## src/ssq_pkg.sv

```systemverilog
// Operation
// RULE1: Free-running mode: one start command keeps scans running until stopped.
// RULE2: Trigger mode: a start command acts as one trigger; one per scan.
// RULE3: Stop command lets the running conversion finish, then starts nothing.
// RULE4: Block stop halts conversions and powers the converter down.
// RULE5: End-of-conversion interrupt enable gates the interrupt request.
// RULE6: Sequenced done status is zero until all enabled channels converted.
// RULE7: Injection done status is zero until injection conversion finished.
// RULE8: Reading end-of-conversion status clears it after returning it.
// RULE9: Each channel has its own signed 16-bit result register.
// RULE10: Results indexed from zero; injection at index equal to channel count.
// RULE11: Channel enable mask selects scanned channels; unconfigured bits ignored.
// RULE12: Writing channel mask never enables the injection channel.
// RULE13: Injection enable adds injection to next scan only, then self-clears.
// RULE14: Software-writable low limit is the lower compare threshold.
// RULE15: Software-writable high limit is the upper compare threshold.
// RULE16: Per-channel limit mask gates limit events; unconfigured bits ignored.
// RULE17: Per-channel saturation mask gates saturation events likewise.
// RULE18: Saturation is a result of zero or the full-scale code.
// RULE19: Averaged channel: stay, take N readings, store right-aligned sum.
// RULE20: Trigger mode: outside logic gives a rising edge per scan.
// RULE21: Convert enabled channels ascending, then injection, then signal done.
package ssq_pkg;

  // ---------------------------------------------------------------------
  // Register map
  // ---------------------------------------------------------------------
  localparam logic [7:0] SSQ_ADDR_CTRL     = 8'h00;
  localparam logic [7:0] SSQ_ADDR_CMD      = 8'h04;
  localparam logic [7:0] SSQ_ADDR_STATUS   = 8'h08;
  localparam logic [7:0] SSQ_ADDR_CHMASK   = 8'h0c;
  localparam logic [7:0] SSQ_ADDR_LIMMASK  = 8'h10;
  localparam logic [7:0] SSQ_ADDR_SATMASK  = 8'h14;
  localparam logic [7:0] SSQ_ADDR_LOWLIM   = 8'h18;
  localparam logic [7:0] SSQ_ADDR_HIGHLIM  = 8'h1c;
  localparam logic [7:0] SSQ_ADDR_AVGMASK  = 8'h20;
  localparam logic [7:0] SSQ_ADDR_EVENTS   = 8'h24;
  localparam logic [7:0] SSQ_ADDR_RESULT0  = 8'h40;

  // ---------------------------------------------------------------------
  // Field positions
  // ---------------------------------------------------------------------
  // CTRL: bit0 trigger mode, bit1 eoc irq enable, bit2 block enable.
  localparam int SSQ_CTRL_TRIG    = 0;
  localparam int SSQ_CTRL_IRQEN   = 1;
  localparam int SSQ_CTRL_ENABLE  = 2;
  // CMD (write only): bit0 start, bit1 stop, bit2 inject enable.
  localparam int SSQ_CMD_START    = 0;
  localparam int SSQ_CMD_STOP     = 1;
  localparam int SSQ_CMD_INJECT   = 2;
  // STATUS: bit0 seq done, bit1 inject done, bit2 busy, bit3 inject armed.
  localparam int SSQ_ST_SEQ_DONE  = 0;
  localparam int SSQ_ST_INJ_DONE  = 1;
  localparam int SSQ_ST_BUSY      = 2;
  localparam int SSQ_ST_INJ_ARMED = 3;

  localparam logic [31:0] SSQ_CTRL_RESET = 32'h0000_0004;
  localparam int          SSQ_RES_W      = 16;

endpackage

```

## src/ssq_result_mem.sv

```systemverilog
`timescale 1ns/1ns
// Result store: one signed word per channel, injection last.
module ssq_result_mem #(
  parameter int N_ENT = 9,
  parameter int AW    = 4
) (
  // Clock
  input  wire logic                  clock,
  // Write side
  input  wire logic                  wr_en,
  input  wire logic [AW-1:0]         wr_idx,
  input  wire logic signed [15:0]    wr_data,
  // Read side
  input  wire logic [AW-1:0]         rd_idx,
  output logic signed [15:0]         rd_data
);
  import ssq_pkg::*;

  logic signed [15:0] mem [N_ENT];

  // RULE9 signed result store
  always_ff @(posedge clock) begin
    if (wr_en && (int'(wr_idx) < N_ENT)) begin
      mem[wr_idx] <= wr_data;
    end
  end

  assign rd_data = (int'(rd_idx) < N_ENT) ? mem[rd_idx] : '0;
endmodule

```

## src/ssq_top.sv

```systemverilog
// Local design decisions: strobed register access and the register addresses.
`timescale 1ns/1ns
module ssq_top #(
  parameter int N_SEQ   = 8,
  parameter int RES_B   = 12,
  parameter int AVG_N   = 4
) (
  // Clock and reset
  input  wire logic                clock,
  input  wire logic                rst,
  // Register port
  input  wire logic [7:0]          addr,
  input  wire logic [31:0]         wdata,
  input  wire logic                wr,
  input  wire logic                rd,
  output logic [31:0]              rdata,
  // Hardware trigger pin
  input  wire logic                scan_trigger,
  // Converter core
  output logic                     conv_start,
  output logic [3:0]               conv_chan,
  output logic                     conv_power,
  input  wire logic                conv_done,
  input  wire logic [15:0]         conv_data,
  // Interrupts out
  output logic                     eoc_irq,
  output logic                     limit_irq,
  output logic                     sat_irq
);
  import ssq_pkg::*;

  localparam int NT = N_SEQ + 1;
  localparam logic [3:0] INJ_IDX = 4'(N_SEQ);
  localparam logic [15:0] FULL_CODE = 16'((1 << RES_B) - 1);
  localparam logic [7:0] AVG_LAST = 8'(AVG_N - 1);

  // ---------------------------------------------------------------------
  // State
  // ---------------------------------------------------------------------
  typedef enum logic [2:0] {
    SSQ_IDLE, SSQ_PICK, SSQ_ISSUE, SSQ_WAIT, SSQ_STORE
  } ssq_fsm_type;

  typedef struct packed {
    ssq_fsm_type   fsm;
    logic          trig_mode;
    logic          irq_en;
    logic          enable;
    logic          running;
    logic          stop_req;
    logic          pend_trig;
    logic          inj_armed;
    logic          inj_in_scan;
    logic          seq_done;
    logic          inj_done;
    logic [7:0]    ch_mask;
    logic [7:0]    avg_mask;
    logic [NT-1:0] lim_mask;
    logic [NT-1:0] sat_mask;
    logic [15:0]   low_lim;
    logic [15:0]   high_lim;
    logic [NT-1:0] lim_ev;
    logic [NT-1:0] sat_ev;
    logic [3:0]    chan;
    logic [7:0]    avg_cnt;
    logic [23:0]   acc;
    logic [31:0]   rdata;
    logic          conv_start;
    logic          eoc_irq;
    logic          limit_irq;
    logic          sat_irq;
  } ssq_state_type;

  ssq_state_type s_reg;
  ssq_state_type s_next;

  logic               trig_pulse;
  logic signed [15:0] mem_rdata;
  logic               mem_we;
  logic [15:0]        sample;

  ssq_trig_sync u_sync (
    .clock      (clock),
    .rst        (rst),
    .pin_in     (scan_trigger),
    .rise_pulse (trig_pulse)
  );

  ssq_result_mem #(.N_ENT(NT), .AW(4)) u_mem (
    .clock   (clock),
    .wr_en   (mem_we),
    .wr_idx  (s_reg.chan),
    .wr_data (sample),
    .rd_idx  (4'(addr[5:2])),
    .rd_data (mem_rdata)
  );

  // First enabled sequenced channel at or above a given index.
  function automatic logic [3:0] next_chan(input logic [7:0] m,
                                           input logic [3:0] from);
    logic [3:0] r;
    r = INJ_IDX;
    for (int i = N_SEQ - 1; i >= 0; i--) begin
      if (m[i] && (i >= int'(from))) begin
        r = 4'(i);
      end
    end
    return r;
  endfunction

  // Keep only the bits of configured channels.
  function automatic logic [7:0] cfg_only(input logic [31:0] v);
    logic [7:0] r;
    r = '0;
    for (int i = 0; i < N_SEQ; i++) begin
      r[i] = v[i];
    end
    return r;
  endfunction

  // RULE19 averaged sum is right-aligned
  // The core's data stand only beside conv_done, so the store always takes
  // the accumulator, which holds the single reading of a plain channel.
  assign sample = s_reg.acc[15:0];
  assign mem_we = (s_reg.fsm == SSQ_STORE);

  // ---------------------------------------------------------------------
  // Next state
  // ---------------------------------------------------------------------
  always_comb begin
    logic start_cmd;
    logic stop_cmd;
    logic [3:0] nc;
    start_cmd = 1'b0;
    stop_cmd  = 1'b0;
    nc        = '0;
    s_next = s_reg;
    s_next.conv_start = 1'b0;

    // Register writes.
    if (wr) begin
      case (addr)
        SSQ_ADDR_CTRL: begin
          s_next.trig_mode = wdata[SSQ_CTRL_TRIG];
          // RULE5 irq enable bit
          s_next.irq_en    = wdata[SSQ_CTRL_IRQEN];
          s_next.enable    = wdata[SSQ_CTRL_ENABLE];
        end
        SSQ_ADDR_CMD: begin
          start_cmd = wdata[SSQ_CMD_START];
          stop_cmd  = wdata[SSQ_CMD_STOP];
          // RULE13 arm injection once
          if (wdata[SSQ_CMD_INJECT]) s_next.inj_armed = 1'b1;
        end
        // RULE11 RULE12 mask without injection
        SSQ_ADDR_CHMASK:  s_next.ch_mask  = cfg_only(wdata);
        SSQ_ADDR_AVGMASK: s_next.avg_mask = cfg_only(wdata);
        // RULE16 limit mask filtered
        SSQ_ADDR_LIMMASK: s_next.lim_mask = NT'({wdata[N_SEQ], cfg_only(wdata)});
        // RULE17 saturation mask filtered
        SSQ_ADDR_SATMASK: s_next.sat_mask = NT'({wdata[N_SEQ], cfg_only(wdata)});
        // RULE14 low limit
        SSQ_ADDR_LOWLIM:  s_next.low_lim  = wdata[15:0];
        // RULE15 high limit
        SSQ_ADDR_HIGHLIM: s_next.high_lim = wdata[15:0];
        SSQ_ADDR_EVENTS: begin
          s_next.lim_ev = s_reg.lim_ev & ~wdata[NT-1:0];
          s_next.sat_ev = s_reg.sat_ev & ~wdata[NT-1:0];
        end
        default: ;
      endcase
    end

    // Register reads: data stands in the following cycle.
    s_next.rdata = '0;
    if (rd) begin
      case (addr)
        SSQ_ADDR_CTRL: s_next.rdata = {29'h0, s_reg.enable, s_reg.irq_en,
                                       s_reg.trig_mode};
        SSQ_ADDR_STATUS: begin
          s_next.rdata[SSQ_ST_SEQ_DONE]  = s_reg.seq_done;
          s_next.rdata[SSQ_ST_INJ_DONE]  = s_reg.inj_done;
          s_next.rdata[SSQ_ST_BUSY]      = s_reg.running;
          s_next.rdata[SSQ_ST_INJ_ARMED] = s_reg.inj_armed;
          // RULE8 clear on read
          s_next.seq_done = 1'b0;
          s_next.inj_done = 1'b0;
        end
        SSQ_ADDR_CHMASK:  s_next.rdata = {24'h0, s_reg.ch_mask};
        SSQ_ADDR_AVGMASK: s_next.rdata = {24'h0, s_reg.avg_mask};
        SSQ_ADDR_LIMMASK: s_next.rdata = 32'(s_reg.lim_mask);
        SSQ_ADDR_SATMASK: s_next.rdata = 32'(s_reg.sat_mask);
        SSQ_ADDR_LOWLIM:  s_next.rdata = {16'h0, s_reg.low_lim};
        SSQ_ADDR_HIGHLIM: s_next.rdata = {16'h0, s_reg.high_lim};
        SSQ_ADDR_EVENTS:  s_next.rdata = {8'h0, 8'(s_reg.sat_ev), 8'h0,
                                          8'(s_reg.lim_ev)};
        // RULE10 result words, injection at index N_SEQ
        default: begin
          if (addr[7:6] == SSQ_ADDR_RESULT0[7:6])
            s_next.rdata = 32'(mem_rdata);
        end
      endcase
    end

    // RULE1 RULE2 start handling
    if (start_cmd && s_reg.enable) begin
      if (s_reg.trig_mode) s_next.pend_trig = 1'b1;
      else s_next.running = 1'b1;
      s_next.stop_req = 1'b0;
    end
    // RULE20 hardware trigger edge
    if (trig_pulse && s_reg.trig_mode && s_reg.enable) s_next.pend_trig = 1'b1;
    // RULE3 graceful stop
    if (stop_cmd) begin
      s_next.stop_req  = 1'b1;
      s_next.running   = 1'b0;
      s_next.pend_trig = 1'b0;
    end

    case (s_reg.fsm)
      SSQ_IDLE: begin
        if (s_reg.enable && !stop_cmd &&
            (s_reg.running || s_reg.pend_trig)) begin
          s_next.pend_trig   = 1'b0;
          s_next.stop_req    = 1'b0;
          s_next.inj_in_scan = s_reg.inj_armed;
          // RULE13 self clear when taken
          if (!(wr && addr == SSQ_ADDR_CMD && wdata[SSQ_CMD_INJECT]))
            s_next.inj_armed = 1'b0;
          s_next.chan = '0;
          s_next.fsm  = SSQ_PICK;
        end
      end
      SSQ_PICK: begin
        // RULE21 ascending then injection
        nc = (s_reg.chan == INJ_IDX) ? INJ_IDX
                                     : next_chan(s_reg.ch_mask, s_reg.chan);
        s_next.avg_cnt = '0;
        s_next.acc     = '0;
        if (nc == INJ_IDX && !s_reg.inj_in_scan) begin
          s_next.fsm = SSQ_IDLE;
          // RULE6 set wins over read clear
          s_next.seq_done = 1'b1;
          // RULE5 gated eoc irq
          s_next.eoc_irq = s_reg.irq_en;
          if (s_reg.trig_mode) s_next.running = 1'b0;
        end else if (s_reg.stop_req || stop_cmd) begin
          // RULE3 no new conversion after stop
          s_next.fsm = SSQ_IDLE;
        end else begin
          s_next.chan = nc;
          s_next.fsm  = SSQ_ISSUE;
        end
      end
      SSQ_ISSUE: begin
        s_next.conv_start = 1'b1;
        s_next.fsm        = SSQ_WAIT;
      end
      SSQ_WAIT: begin
        if (conv_done) begin
          s_next.acc = s_reg.acc + 24'(conv_data);
          // RULE19 stay on averaged channel
          if (s_reg.chan != INJ_IDX && s_reg.avg_mask[s_reg.chan[2:0]] &&
              s_reg.avg_cnt != AVG_LAST) begin
            s_next.avg_cnt = s_reg.avg_cnt + 8'h01;
            s_next.fsm     = SSQ_ISSUE;
          end else begin
            s_next.fsm = SSQ_STORE;
          end
        end
      end
      SSQ_STORE: begin
        // RULE14 RULE15 RULE16 limit compare
        if (s_reg.lim_mask[s_reg.chan] &&
            (sample < s_reg.low_lim || sample > s_reg.high_lim))
          s_next.lim_ev[s_reg.chan] = 1'b1;
        // RULE18 RULE17 saturation detect
        if (s_reg.sat_mask[s_reg.chan] &&
            (sample == '0 || sample == FULL_CODE))
          s_next.sat_ev[s_reg.chan] = 1'b1;
        if (s_reg.chan == INJ_IDX) begin
          // RULE7 injection done
          s_next.inj_done    = 1'b1;
          s_next.inj_in_scan = 1'b0;
          s_next.seq_done    = 1'b1;
          s_next.eoc_irq     = s_reg.irq_en;
          s_next.fsm         = SSQ_IDLE;
          if (s_reg.trig_mode) s_next.running = 1'b0;
        end else begin
          s_next.chan = s_reg.chan + 4'h1;
          s_next.fsm  = SSQ_PICK;
        end
      end
      default: s_next.fsm = SSQ_IDLE;
    endcase

    if (s_next.eoc_irq && !(s_reg.fsm == SSQ_PICK || s_reg.fsm == SSQ_STORE))
      s_next.eoc_irq = 1'b0;
    s_next.limit_irq = |s_next.lim_ev;
    s_next.sat_irq   = |s_next.sat_ev;

    // RULE4 block stop powers down
    if (!s_reg.enable) begin
      s_next.running   = 1'b0;
      s_next.pend_trig = 1'b0;
      if (s_reg.fsm != SSQ_WAIT) s_next.fsm = SSQ_IDLE;
    end
  end

  always_ff @(posedge clock) begin
    if (rst) begin
      s_reg          <= '0;
      s_reg.fsm      <= SSQ_IDLE;
      s_reg.enable   <= SSQ_CTRL_RESET[SSQ_CTRL_ENABLE];
      s_reg.high_lim <= '1;
    end else begin
      s_reg <= s_next;
    end
  end

  assign rdata      = s_reg.rdata;
  assign conv_start = s_reg.conv_start;
  assign conv_chan  = s_reg.chan;
  assign conv_power = s_reg.enable;
  assign eoc_irq    = s_reg.eoc_irq;
  assign limit_irq  = s_reg.limit_irq;
  assign sat_irq    = s_reg.sat_irq;

  // ---------------------------------------------------------------------
  // Checks
  // ---------------------------------------------------------------------
  property p_stop_no_start;
    @(posedge clock) disable iff (rst)
      (wr && addr == SSQ_ADDR_CMD && wdata[SSQ_CMD_STOP] &&
       s_reg.fsm == SSQ_IDLE) |=> !conv_start [*3];
  endproperty
  a_stop_no_start: assert property (p_stop_no_start) // RULE3
    else $error("conversion started after stop");

  property p_power_off;
    @(posedge clock) disable iff (rst)
      (wr && addr == SSQ_ADDR_CTRL && !wdata[SSQ_CTRL_ENABLE]) |=> !conv_power;
  endproperty
  a_power_off: assert property (p_power_off) // RULE4
    else $error("power stayed on after block stop");

  property p_irq_gated;
    @(posedge clock) disable iff (rst) eoc_irq |-> $past(s_reg.irq_en);
  endproperty
  a_irq_gated: assert property (p_irq_gated) // RULE5
    else $error("eoc irq while disabled");

  property p_irq_pulse;
    @(posedge clock) disable iff (rst) eoc_irq |=> !eoc_irq;
  endproperty
  a_irq_pulse: assert property (p_irq_pulse) // RULE5
    else $error("eoc irq longer than one cycle");

  property p_done_clear;
    @(posedge clock) disable iff (rst)
      (rd && addr == SSQ_ADDR_STATUS && s_reg.fsm == SSQ_IDLE)
        |=> !s_reg.seq_done;
  endproperty
  a_done_clear: assert property (p_done_clear) // RULE8
    else $error("done not cleared by read");

  property p_mask_noinj;
    @(posedge clock) disable iff (rst)
      (wr && addr == SSQ_ADDR_CHMASK && !s_reg.inj_armed) |=> !s_reg.inj_armed;
  endproperty
  a_mask_noinj: assert property (p_mask_noinj) // RULE12
    else $error("channel mask armed injection");

  property p_inj_oneshot;
    @(posedge clock) disable iff (rst)
      (s_reg.fsm == SSQ_IDLE && s_next.fsm == SSQ_PICK &&
       !(wr && addr == SSQ_ADDR_CMD)) |=> !s_reg.inj_armed;
  endproperty
  a_inj_oneshot: assert property (p_inj_oneshot) // RULE13
    else $error("injection enable not self-cleared");

  property p_order;
    @(posedge clock) disable iff (rst)
      (s_reg.fsm == SSQ_STORE && s_reg.chan != INJ_IDX)
        |=> s_reg.chan == $past(s_reg.chan) + 4'h1;
  endproperty
  a_order: assert property (p_order) // RULE21
    else $error("channel order broken");

  property p_chan_enabled;
    @(posedge clock) disable iff (rst)
      (conv_start && conv_chan != INJ_IDX) |-> s_reg.ch_mask[conv_chan[2:0]];
  endproperty
  a_chan_enabled: assert property (p_chan_enabled) // RULE11
    else $error("disabled channel converted");
endmodule

```

## src/ssq_trig_sync.sv

```systemverilog
`timescale 1ns/1ns
// Two-stage synchroniser with rising-edge pulse on the second stage.
module ssq_trig_sync (
  // Clock and reset
  input  wire logic clock,
  input  wire logic rst,
  // Pin and pulse
  input  wire logic pin_in,
  output logic      rise_pulse
);
  import ssq_pkg::*;

  typedef struct packed {
    logic s1;
    logic s2;
    logic s3;
  } ssq_sync_type;

  ssq_sync_type st_reg;
  ssq_sync_type st_next;

  always_comb begin
    st_next    = st_reg;
    st_next.s1 = pin_in;
    st_next.s2 = st_reg.s1;
    st_next.s3 = st_reg.s2;
  end

  always_ff @(posedge clock) begin
    if (rst) begin
      st_reg <= '0;
    end else begin
      st_reg <= st_next;
    end
  end

  assign rise_pulse = st_reg.s2 & ~st_reg.s3;
endmodule

```

## config.mk

```make
export PLATFORM = sky130hd
export DESIGN_NAME = ssq_top
export DESIGN_NICKNAME = d
export VERILOG_FILES = /design/src/ssq_pkg.sv /design/src/ssq_result_mem.sv /design/src/ssq_top.sv /design/src/ssq_trig_sync.sv
export SDC_FILE = /design/constraint.sdc
export NUM_CORES = 1
export LEC_CHECK = 0
export ABC_AREA = 1
export BUFFER_PORTS_ARGS = -buffer_cell sky130_fd_sc_hd__buf_2
export CAP_MARGIN = 40
export CORE_UTILIZATION = 43
export CTS_CLUSTER_DIAMETER = 100
export DETAILED_ROUTE_END_ITERATION = 7
export GPL_ROUTABILITY_DRIVEN = 0
export GPL_TIMING_DRIVEN = 0
export HOLD_SLACK_MARGIN = 0.03
export PLACE_DENSITY = 0.7
export SLEW_MARGIN = 10
export SYNTH_ARGS = -nofsm -noshare
export SYNTH_HDL_FRONTEND = slang
export SYNTH_SLANG_ARGS = --single-unit
```

## constraint.sdc

```tcl
create_clock -name clock -period 3.53 [get_ports clock]
set_input_delay 0.706 -clock clock [delete_from_list [all_inputs] [get_ports clock]]
set_output_delay 0.706 -clock clock [all_outputs]
set_load 0.02 [all_outputs]
```

==> run_results.csv, run 1 <==
group,metric,value,unit
power_and_ir_drop,seq_power_share,50.5,%
sta,fin_crit_sh,73.5,%
global_routing,grt_overflow,0,
sta,setup_violations,0,
routing,routed_wirelength,41.0,mm
routing,wl_per_cell,19.7,um
sta,fmax,0.386,GHz
sta,maxSlewViolCount,0,
sta,worstMarginPinSlew,923,ps
worst_setup_path,ff2ff_setup_slack,940,ps
clock_network,cts_resized,0,
global_routing,grt_first_pass_wirelength,62.5,mm
power_and_ir_drop,switching_share,23.7,%
finish,layout-drive-gt1-share,14.8,%
power_and_ir_drop,p_int,5.53,mW
worst_setup_path,crit_chain,"ha_1, a21oi_1, o21ai_0, a21oi_1, nand2_1, nand2_1, nand2_1, nand2_1, o21bai_1, nor2_1, nand2_1, nor2_1, nor2_1",
worst_setup_path,crit_family,"simple AND/OR/NAND/NOR gates",
sta,hold-worst-slack,356,ps
die,initial_core_util,43.9,%
placement,port_buffers,85,
yosys,synth_enable_flop_cells,144,
global_routing,grt_max_degree,19,
worst_setup_path,reg2reg_depth,13,
clock_network,numCtsBuffers,31,
global_routing,grt_antenna_before_repair,2,
power_and_ir_drop,ir_drop,350,uV
yosys,syn_avg_cell_area,9.16,um2
routing,vias,11700,
sta,rsz0062_at_grt,"no",
placement,dp_hpwl,30.0,mm
yosys,synth-seq-cells,301,
yosys,synthDistinctLibCells,58,
worst_setup_path,cpMostUsedCell,"nand2_1",
sta,layout_setup_ws,936,ps
power_and_ir_drop,leakagePower,6.62,nW
yosys,yosysTopAreaCell,"edfxtp_1",
sta,period_needed,2590,ps
die,dieArea,33100,um2
die,die_h,182,um
sta,hold_viol,0,
worst_setup_path,cp_slowest_cell,"dfxtp_1",
finish,largest_reg_flops,144,
status,outcome,"complete, no violations",
clock_network,clk_path_buf_depth,3,
global_routing,grtUsageTotal,24.6,%
yosys,seq_area_frac_synth,53.7,%
yosys,synthArstFlopShare,0,%
sta,slew_headroom,36.9,%
sta,clock_skew,27.6,ps
yosys,syn_nets,1634,
worst_setup_path,start_kind,"flip-flop",
worst_setup_path,cp.required,3970,ps
clock_network,root_buffer,"clkbuf_16",
routing,dr.pass1.iters,5,
power_and_ir_drop,power_per_cell_area,455,nW/um2
yosys,synth_warnings,0,
worst_hold_path,hp-class,"in2reg",
finish,fin_nets,1762,
yosys,yosys-top-cells-area,"edfxtp_1 (31%), dfxtp_1 (23%), nand2_1 (7.3%)",
worst_setup_path,max_stage_delay,790,ps
power_and_ir_drop,p_switching,1.72,mW
routing,avgViaCountPerCell,5.66,
clock_network,cts.sinks,301,
routing,antenna_left,0,
worst_setup_path,crit_fanout,14,
clock_network,postCtsHoldBufs,0,
finish,area_growth,14.7,%
job,drv_cap,0,
clock_network,clk_pin_slew,60,ps
worst_setup_path,rr_startpoint,"s_reg[49]$_SDFFE_PP0P_",
worst_setup_path,cp.arrival,3030,ps
yosys,synthFlopType,"dfxtp_1",
placement,pre_cts_ws,611,ps
worst_setup_path,cp_num_buf_inv,0,
power_and_ir_drop,fin_total_pwr,7.25,mW
die,dieWidth,182,um
routing,drc,0,
clock_network,cts_tree,"yes",
worst_setup_path,crit_type,"reg2reg",
global_routing,grt_pass1_vias,10900,
die,ios,103,
die,rows,65,
yosys,syn_inst,1519,
yosys,synth_top_area_share,31.1,%
die,coreArea,31700,um2
yosys,synth.cell_area,13900,um2
routing,initialDrtViolationCount,1290,
worst_hold_path,min_path_cells,3,
worst_hold_path,hp-start,"scan_trigger",
power_and_ir_drop,pwr-share-comb,6.8,%
power_and_ir_drop,clkPwrFrac,42.7,%
worst_hold_path,holdPathEnd,"u_sync.st_next[1]$_SDFF_PP0_",
clock_network,htree_num_levels,1,
clock_network,clock_latency,580,ps
worst_setup_path,r2r-end,"limit_irq$_SDFF_PP0_",
worst_setup_path,cp-end-kind,"flip-flop",
clock_network,postCtsSetupBuffers,0,
[how the worst max path moves through the flow]
stage                                    startpoint              endpoint  slack [ps]  cells after the start
final                        s_reg[49]$_SDFFE_PP0P_  limit_irq$_SDFF_PP0_         940                     13
after detailed placement                    addr[5]   rdata[6]$_SDFF_PP0_         610                     10
after global placement        s_reg[166]$_SDFF_PP0_  limit_irq$_SDFF_PP0_        -870                     11
after floorplan           conv_chan[1]$_SDFFE_PP0P_    sat_irq$_SDFF_PP0_         900                      9
after CTS                    s_reg[47]$_SDFFE_PP0P_  limit_irq$_SDFF_PP0_         960                     13
after global routing         s_reg[39]$_SDFFE_PP0P_  limit_irq$_SDFF_PP0_         730                     17
[synth_stat cells, types with 2 or more instances]
cell type / n
a21o_1: 3
a31oi_1: 5
xor2_1: 8
a21oi_1: 151
a221o_1: 7
o21ai_1: 17
inv_1: 134
nor2_4: 6
nand2_4: 2
a32o_1: 2
o211ai_1: 17
buf_2: 12
nor4_1: 7
o31ai_1: 4
nor2_2: 10
buf_4: 37
nand4_1: 20
buf_1: 3
nor3_1: 13
nand2_1: 272
ha_1: 52
clkbuf_1: 32
o21bai_1: 2
o221ai_1: 5
a2111oi_0: 2
nor2_1: 125
a22oi_1: 34
o2bb2ai_1: 2
nand2_2: 5
inv_2: 18
dfxtp_1: 157
o22ai_1: 16
a221oi_1: 9
a211oi_1: 16
a22o_1: 7
o21ai_0: 96
nor3_2: 3
nand3_1: 45
edfxtp_1: 144
[worst min-delay path, stage by stage]
cell	delay, ps
buf_2	100
inv_1	40
nor2_1	30
[area by class of cell]
type	count	area, um2
multi-input combinational	982	5430
inverter	152	571
clock buffer	49	907
sequential	301	7470
buffer	84	469
tap	402	503
antenna	1	2.50
clock inverter	9	56.3
fill	2922	15800
timing repair buffer	95	547
[stage by stage]
step | setup TNS [ps] | instance area (um2) | utilization, % | cells
floorplan | 0 | 13900 | - | 1519
global placement | -31380 | 14800 | 46.8 | 2006
detailed placement | 0 | 15000 | 47.3 | 2016
CTS | 0 | 16000 | 50.3 | 2074
global route | 0 | 16000 | 50.3 | 2074
finish | 0 | 16000 | 50.3 | 2075
[cells by family after synthesis]
logic type,after synthesis,share of synthesized area [%]
AO/OA/AOI/OAI,405,17.4
XOR/XNOR,8,0.504
adder cells (fa/ha/maj),53,4.82
buffers and inverters,236,7.48
flip-flops,301,53.7
AND/OR/NAND/NOR,516,16.1
[layer usage]
metal | up-vias | share of wire (%) | global-route usage [%]
met5 | - | 0.032 | 0
li1 | 5529 | - | -
met3 | 116 | 10 | 3.87
met4 | 2 | 4.0 | 9.21
met2 | 621 | 44 | 38.0
met1 | 5481 | 42 | 34.9
[placed cells by master (no fill, tap or decap), types with 5 or more instances in the layout]
cell type,Yosys,layout
nand2_2,5,5
edfxtp_1,144,144
xor2_1,8,8
o21ai_1,17,17
nor4_1,7,7
o221ai_1,5,5
a21oi_1,151,151
o21ai_0,96,96
a22o_1,7,7
o22ai_1,16,16
a221oi_1,9,9
inv_1,134,134
a31oi_1,5,5
a211oi_1,16,16
clkbuf_8,0,6
nand4_1,20,20
nor3_2,3,6
buf_2,12,97
clkbuf_1,32,41
nor2_4,6,7
nor2_2,10,12
nand3_1,45,45
nor3_1,13,10
nor2_1,125,122
dfxtp_1,157,157
nand2_1,272,272
buf_4,37,39
o211ai_1,17,17
inv_2,18,18
clkbuf_16,0,31
ha_1,52,52
a221o_1,7,7
a22oi_1,34,34
[power by group through the flow]
stage	Combinational (mW)	Clock [mW]	Sequential (mW)
after floorplan	0.299	0	3.73
after global placement	0.467	0	3.74
after detailed placement	0.477	0	3.74
after CTS	0.480	3.12	3.66
after global routing	0.525	3.26	3.66
final	0.490	3.10	3.66
(Power assumes the default switching activity.)
==> run 2: changes to the inputs <==
==> constraint.sdc (replaced) <==
create_clock -name clock -period 2.6 [get_ports clock]
set_input_delay 0.52 -clock clock [delete_from_list [all_inputs] [get_ports clock]]
set_output_delay 0.52 -clock clock [all_outputs]
set_load 0.02 [all_outputs]
==> run 2 against run 1 <==
Cell count rose by 0.24%. Combinational power rose by 36%. Count of clock-buffer cells in the layout fell by 3. Clock power rose by 52%. Critical endpoint is now rdata[6]$_SDFF_PP0_. Largest cell class unchanged.
==> run_results.csv, run 2 (synthesis results as in run 1) <==
group,metric,value,unit
clock_network,cts_tree,"yes",
finish,mostFrequentLayoutCells,"nand2_1 (272), a21oi_1 (151), edfxtp_1 (144)",
finish,fin_nets,1765,
global_routing,grtUsageTotal,24.8,%
global_routing,grt_first_pass_wirelength,62.6,mm
sta,fmax,0.404,GHz
finish,largest_reg_flops,144,
sta,hold_viol,0,
worst_setup_path,start_kind,"primary input",
worst_setup_path,cp.required,2910,ps
die,initial_core_util,43.9,%
clock_network,clk_path_buf_depth,3,
power_and_ir_drop,leakagePower,6.71,nW
sta,worstMarginPinSlew,1020,ps
worst_setup_path,r2r-end,"sat_irq$_SDFF_PP0_",
worst_setup_path,worstSetupStartpoint,"addr[5]",
worst_setup_path,crit_type,"in2reg",
placement,place_inst,2016,
finish,area_growth,16.1,%
routing,vias,11900,
worst_setup_path,cp.arrival,2790,ps
sta,period_needed,2470,ps
sta,fin_tns_setup,0,ps
worst_setup_path,crit_fanout,8,
placement,placed_area,15000,um2
job,drv_cap,0,
die,rows,65,
clock_network,clock_latency,520,ps
finish,final_area,16100,um2
clock_network,postCtsSetupBuffers,0,
worst_setup_path,crit_path_end,"rdata[6]$_SDFF_PP0_",
status,outcome,"complete, no violations",
clock_network,numCtsBuffers,34,
finish,layout-drive-gt1-share,16.0,%
clock_network,clk_pin_slew,50,ps
placement,port_buffers,85,
global_routing,grt_antenna_before_repair,2,
worst_setup_path,ff2ff_setup_slack,130,ps
sta,hold-worst-slack,223,ps
power_and_ir_drop,power_per_cell_area,641,nW/um2
sta,maxSlewViolCount,0,
die,die_h,182,um
routing,avgViaCountPerCell,5.72,
die,ios,103,
power_and_ir_drop,fin_total_pwr,10.4,mW
finish,final_common_cell,"nand2_1",
routing,drc,0,
sta,slew_headroom,30.0,%
global_routing,grt_overflow,0,
routing,initialDrtViolationCount,1290,
clock_network,htree_num_levels,2,
die,dieArea,33100,um2
worst_setup_path,reg2reg_depth,11,
worst_hold_path,hp-class,"in2reg",
global_routing,grt_pass1_vias,11000,
sta,setup_violations,0,
finish,instances_no_fill,2080,
worst_setup_path,rr_startpoint,"conv_chan[2]$_SDFFE_PP0P_",
placement,dp_hpwl,29.9,mm
routing,routed_wirelength,40.9,mm
die,coreArea,31700,um2
routing,antenna_left,0,
sta,rsz0062_at_grt,"no",
finish,nFillCells,2897,
die,dieWidth,182,um
clock_network,root_buffer,"clkbuf_16",
power_and_ir_drop,ir_drop,343,uV
routing,dr.pass1.iters,8,
clock_network,cts.sinks,301,
routing,wl_per_cell,19.7,um
sta,clock_skew,18.0,ps
worst_setup_path,cp-end-kind,"flip-flop",
global_routing,grt_max_degree,17,
sta,fin_crit_sh,95.1,%
[run 2: layout make-up]
cell class	count	area, um2	share of cell area [%]
clock buffer	46	926	5.73
antenna	2	5.00	0.0310
multi-input combinational	982	5430	33.6
buffer	84	469	2.91
timing repair buffer	95	579	3.59
clock inverter	16	174	1.08
inverter	152	571	3.53
sequential	301	7490	46.4
tap	402	503	3.11
[run 2: power by group]
group	internal [mW]	total (mW)	switching [mW]
Clock	2.82	4.72	1.90
Combinational	0.184	0.665	0.481
Sequential	4.94	4.97	0.0314
[run 2: through the flow]
stage               util [%]  setup slack, ps
finish                  50.9              126
global route            50.9             3.71
CTS                     50.8             21.7
detailed placement      47.4             -137
global placement        46.8            -1670
floorplan                  -             7.09
[run 2: critical path, cell delays in order]
cell and delay, ps:
buf_2 220, inv_2 90, nand2_1 110, nor2_2 90, nand2_1 220, inv_1 200, nand2_1 100, o21ai_0 70
a2111oi_0 870, a21oi_1 290
[run 2: what timing repair did]
action / 4_1_cts / 5_1_grt
resized for setup: 0 / 17
endpoints found under the hold margin: 0 / 0
endpoints found under the setup margin: 0 / 13
hold buffers: 0 / 0
[run 2: how the worst min path moves through the flow]
stage | cells past startpoint | slack, ps | startpoint | endpoint
floorplan | 2 | 390 | u_sync.st_next[1]$_SDFF_PP0_ | u_sync.st_next[0]$_SDFF_PP0_
global placement | 2 | 400 | u_sync.st_next[1]$_SDFF_PP0_ | u_sync.st_next[0]$_SDFF_PP0_
detailed placement | 2 | 400 | u_sync.st_next[1]$_SDFF_PP0_ | u_sync.st_next[0]$_SDFF_PP0_
CTS | 3 | 220 | scan_trigger | u_sync.st_next[1]$_SDFF_PP0_
global route | 3 | 230 | scan_trigger | u_sync.st_next[1]$_SDFF_PP0_
finish | 3 | 220 | scan_trigger | u_sync.st_next[1]$_SDFF_PP0_
[run 2: metal layers]
| metal | routed length (um) | vias to the layer above | track usage (%) |
|---|---|---|---|
| met3 | 4450 | 121 | 5.42 |
| li1 | - | 5545 | - |
| met2 | 17800 | 666 | 37.6 |
| met1 | 16900 | 5560 | 34.2 |
| met5 | 0 | - | 0 |
| met4 | 1740 | 0 | 10.7 |
==> run 3: changes to the inputs <==
--- a/config.mk
+++ b/config.mk
@@ -18,4 +18,5 @@
 export SLEW_MARGIN = 10
 export SYNTH_ARGS = -nofsm -noshare
 export SYNTH_HDL_FRONTEND = slang
+export SYNTH_HIERARCHICAL = 1
 export SYNTH_SLANG_ARGS = --single-unit
==> run 3 against run 2 <==
Power is 2.7% lower. Non-clock buffer count rose by 30. Global-route usage increased by 0.44 points. Synthesized cell count rose by 16%. Worst setup slack worse by 18 ps. Utilization about the same. Die area rose by 5.8%. Clock power is 2% lower. Flip-flop and latch count unchanged. Via count grew 11%. Fmax decreased by 0.72%. Highest routed layer unchanged. Combinational power is 23% lower.
==> run_results.csv, run 3 <==
group,metric,value,unit
worst_setup_path,cp.required,3020,ps
clock_network,clock_latency,530,ps
clock_network,htree_num_levels,2,
yosys,synth_warnings,6,
finish,area_growth,16.3,%
routing,drc,0,
die,die_h,187,um
die,initial_core_util,43.8,%
sta,hold_viol,0,
worst_setup_path,crit_chain,"buf_2, inv_2, ha_1, inv_1, nor3_4, a41oi_1, nand2_1, inv_1, nand3_1, nand2_1, buf_2, o21ai_0, o211a_1",
worst_setup_path,cp_slowest_cell,"dfxtp_2",
yosys,yosys-top-cells-area,"edfxtp_1 (29%), dfxtp_1 (21%), nand2_1 (10%)",
power_and_ir_drop,power_per_cell_area,589,nW/um2
worst_hold_path,min_path_cells,3,
worst_setup_path,cp.arrival,2910,ps
yosys,syn_nets,1873,
yosys,synth-seq-cells,301,
worst_hold_path,hp-class,"in2reg",
worst_setup_path,crit_type,"reg2reg",
finish,mostFrequentLayoutCells,"nand2_1 (403), inv_1 (176), nand3_1 (158)",
yosys,syn_avg_cell_area,8.37,um2
yosys,synth_top_area_share,29.4,%
yosys,synthArstFlopShare,0,%
status,outcome,"complete, no violations",
yosys,yosys.cell_count.top_type,"nand2_1",
finish,fin_nets,2021,
die,rows,67,
sta,layout_setup_ws,108,ps
clock_network,clk_path_buf_depth,3,
power_and_ir_drop,fin_total_pwr,10.1,mW
die,ios,103,
finish,final_area,17100,um2
sta,fin_crit_sh,95.8,%
yosys,syn_inst,1759,
finish,final_common_cell,"nand2_1",
sta,period_needed,2490,ps
sta,worstMarginPinSlew,893,ps
finish,diodes,0,
sta,fmax,0.401,GHz
yosys,synthTopCellsByCount,"nand2_1 (403), inv_1 (176), nand3_1 (158), dfxtp_1 (157), edfxtp_1 (144)",
routing,initialDrtViolationCount,1635,
finish,nFillCells,3111,
yosys,synthFlopType,"dfxtp_1",
yosys,synthAdderAreaFrac,4.47,%
worst_setup_path,crit_fanout,10,
yosys,seq_area_frac_synth,50.7,%
worst_setup_path,start_kind,"flip-flop",
yosys,synthXorXnorAreaFrac,0.178,%
clock_network,cts.sinks,301,
routing,vias,13200,
worst_setup_path,cp-end-kind,"flip-flop",
finish,layout-drive-gt1-share,16.0,%
placement,pre_cts_ws,-138,ps
sta,slew_headroom,40.5,%
die,coreArea,33600,um2
yosys,synthDistinctLibCells,56,
clock_network,cts_tree,"yes",
routing,avgViaCountPerCell,5.54,
yosys,synth_compound_area_share,13.1,%
yosys,synth_top_family_by_area,"simple AND/OR/NAND/NOR gates",
global_routing,grt_first_pass_wirelength,68.8,mm
worst_setup_path,rr_startpoint,"conv_chan[1]$_SDFFE_PP0P_",
global_routing,grt_pass1_vias,12500,
finish,largest_reg_flops,144,
routing,dr.pass1.iters,6,
worst_setup_path,worstSetupStartpoint,"conv_chan[1]$_SDFFE_PP0P_",
die,dieArea,35000,um2
clock_network,postCtsHoldBufs,0,
yosys,synth.cell_area,14700,um2
sta,fin_tns_setup,0,ps
sta,setup_violations,0,
die,dieWidth,187,um
global_routing,grt_overflow,0,
yosys,synth_mux_area_share,0,%
worst_setup_path,reg2reg_depth,13,
clock_network,numCtsBuffers,34,
worst_setup_path,max_stage_delay,430,ps
placement,port_buffers,86,
yosys,synth_enable_flop_cells,144,
power_and_ir_drop,ir_drop,417,uV
routing,antenna_left,0,
yosys,synth_simple_gate_area_share,22.6,%
power_and_ir_drop,leakagePower,7.39,nW
sta,maxSlewViolCount,0,
job,drv_cap,0,
placement,dp_hpwl,32.4,mm
routing,wl_per_cell,18.8,um
routing,routed_wirelength,44.8,mm
placement,placed_area,15900,um2
yosys,yosysTopAreaCell,"edfxtp_1",
clock_network,root_buffer,"clkbuf_16",
global_routing,grt_antenna_before_repair,0,
sta,clock_skew,23.3,ps
global_routing,grt_max_degree,17,
worst_hold_path,hp-start,"scan_trigger",
clock_network,clk_pin_slew,60,ps
global_routing,grtUsageTotal,25.3,%
-- run 3: path summary, 6_finish.rpt --
| path | slack [ps] | end |
|---|---|---|
| setup reg to reg | 110 | s_reg[60]$_SDFFE_PP0P_ |
| hold reg to reg | 410 | u_sync/st_next[0]$_SDFF_PP0_ |
| hold / removal | 200 | u_sync/st_next[1]$_SDFF_PP0_ |
| setup / recovery | 110 | s_reg[60]$_SDFFE_PP0P_ |
-- run 3: critical path: cells and delay by family, from the launching register on --
family                     cells  cell delay (ps)
buffers and inverters          5              890
and+or+nand+nor                4              360
AOI/OAI and AO/OA              3              450
adders and majority gates      1              260
DFF                            1              430
-- run 3: repair_timing --
item / CTS / global route
buffers inserted: 0 / 15
pin swaps: 0 / 6
gates resized for setup: 10 / 25
endpoints found under the setup margin: 51 / 87
-- run 3: layout make-up --
class / instances / area (um2) / area share [%]
Tap cell: 448 / 561 / 3.27
Clock inverter: 17 / 126 / 0.738
Sequential cell: 301 / 7510 / 43.8
Inverter: 195 / 739 / 4.32
Clock buffer: 43 / 946 / 5.52
Buffer: 97 / 581 / 3.39
Multi-Input combinational cell: 1166 / 6020 / 35.2
Timing Repair Buffer: 112 / 641 / 3.74
-- run 3: logic make-up (layout without fill, tap and decap cells) --
logic type | count (synthesis) | after routing
AND/OR/NAND/NOR | 770 | 770
AO/OA/AOI/OAI | 341 | 341
flip-flops | 301 | 301
buffers and inverters | 292 | 464
adder cells (fa/ha/maj) | 52 | 52
XOR/XNOR | 3 | 3
-- run 3: stage by stage --
stage | std cells | util [%] | hold slack [ps]
3_3_place_gp | 2293 | 46.8 | 400
5_1_grt | 2379 | 50.9 | 209
2_1_floorplan | 1759 | - | 388
6_report | 2379 | 50.9 | 198
3_5_place_dp | 2304 | 47.2 | 409
4_1_cts | 2364 | 50.4 | 194
-- run 3: routing by layer --
metal | share of wire, % | global-route usage, % | vias to the layer above
met5 | 0 | 0 | -
met4 | 3.8 | 9.62 | 0
met3 | 10 | 4.67 | 129
met2 | 45 | 39.9 | 700
met1 | 41 | 34.4 | 6133
li1 | - | - | 6209
-- run 3: report_power, final --
group / switching [mW] / internal (mW) / total, mW
Combinational: 0.359 / 0.153 / 0.512
Sequential: 0.00388 / 4.92 / 4.93
Clock: 1.96 / 2.69 / 4.64
Total: 2.32 / 7.76 / 10.1
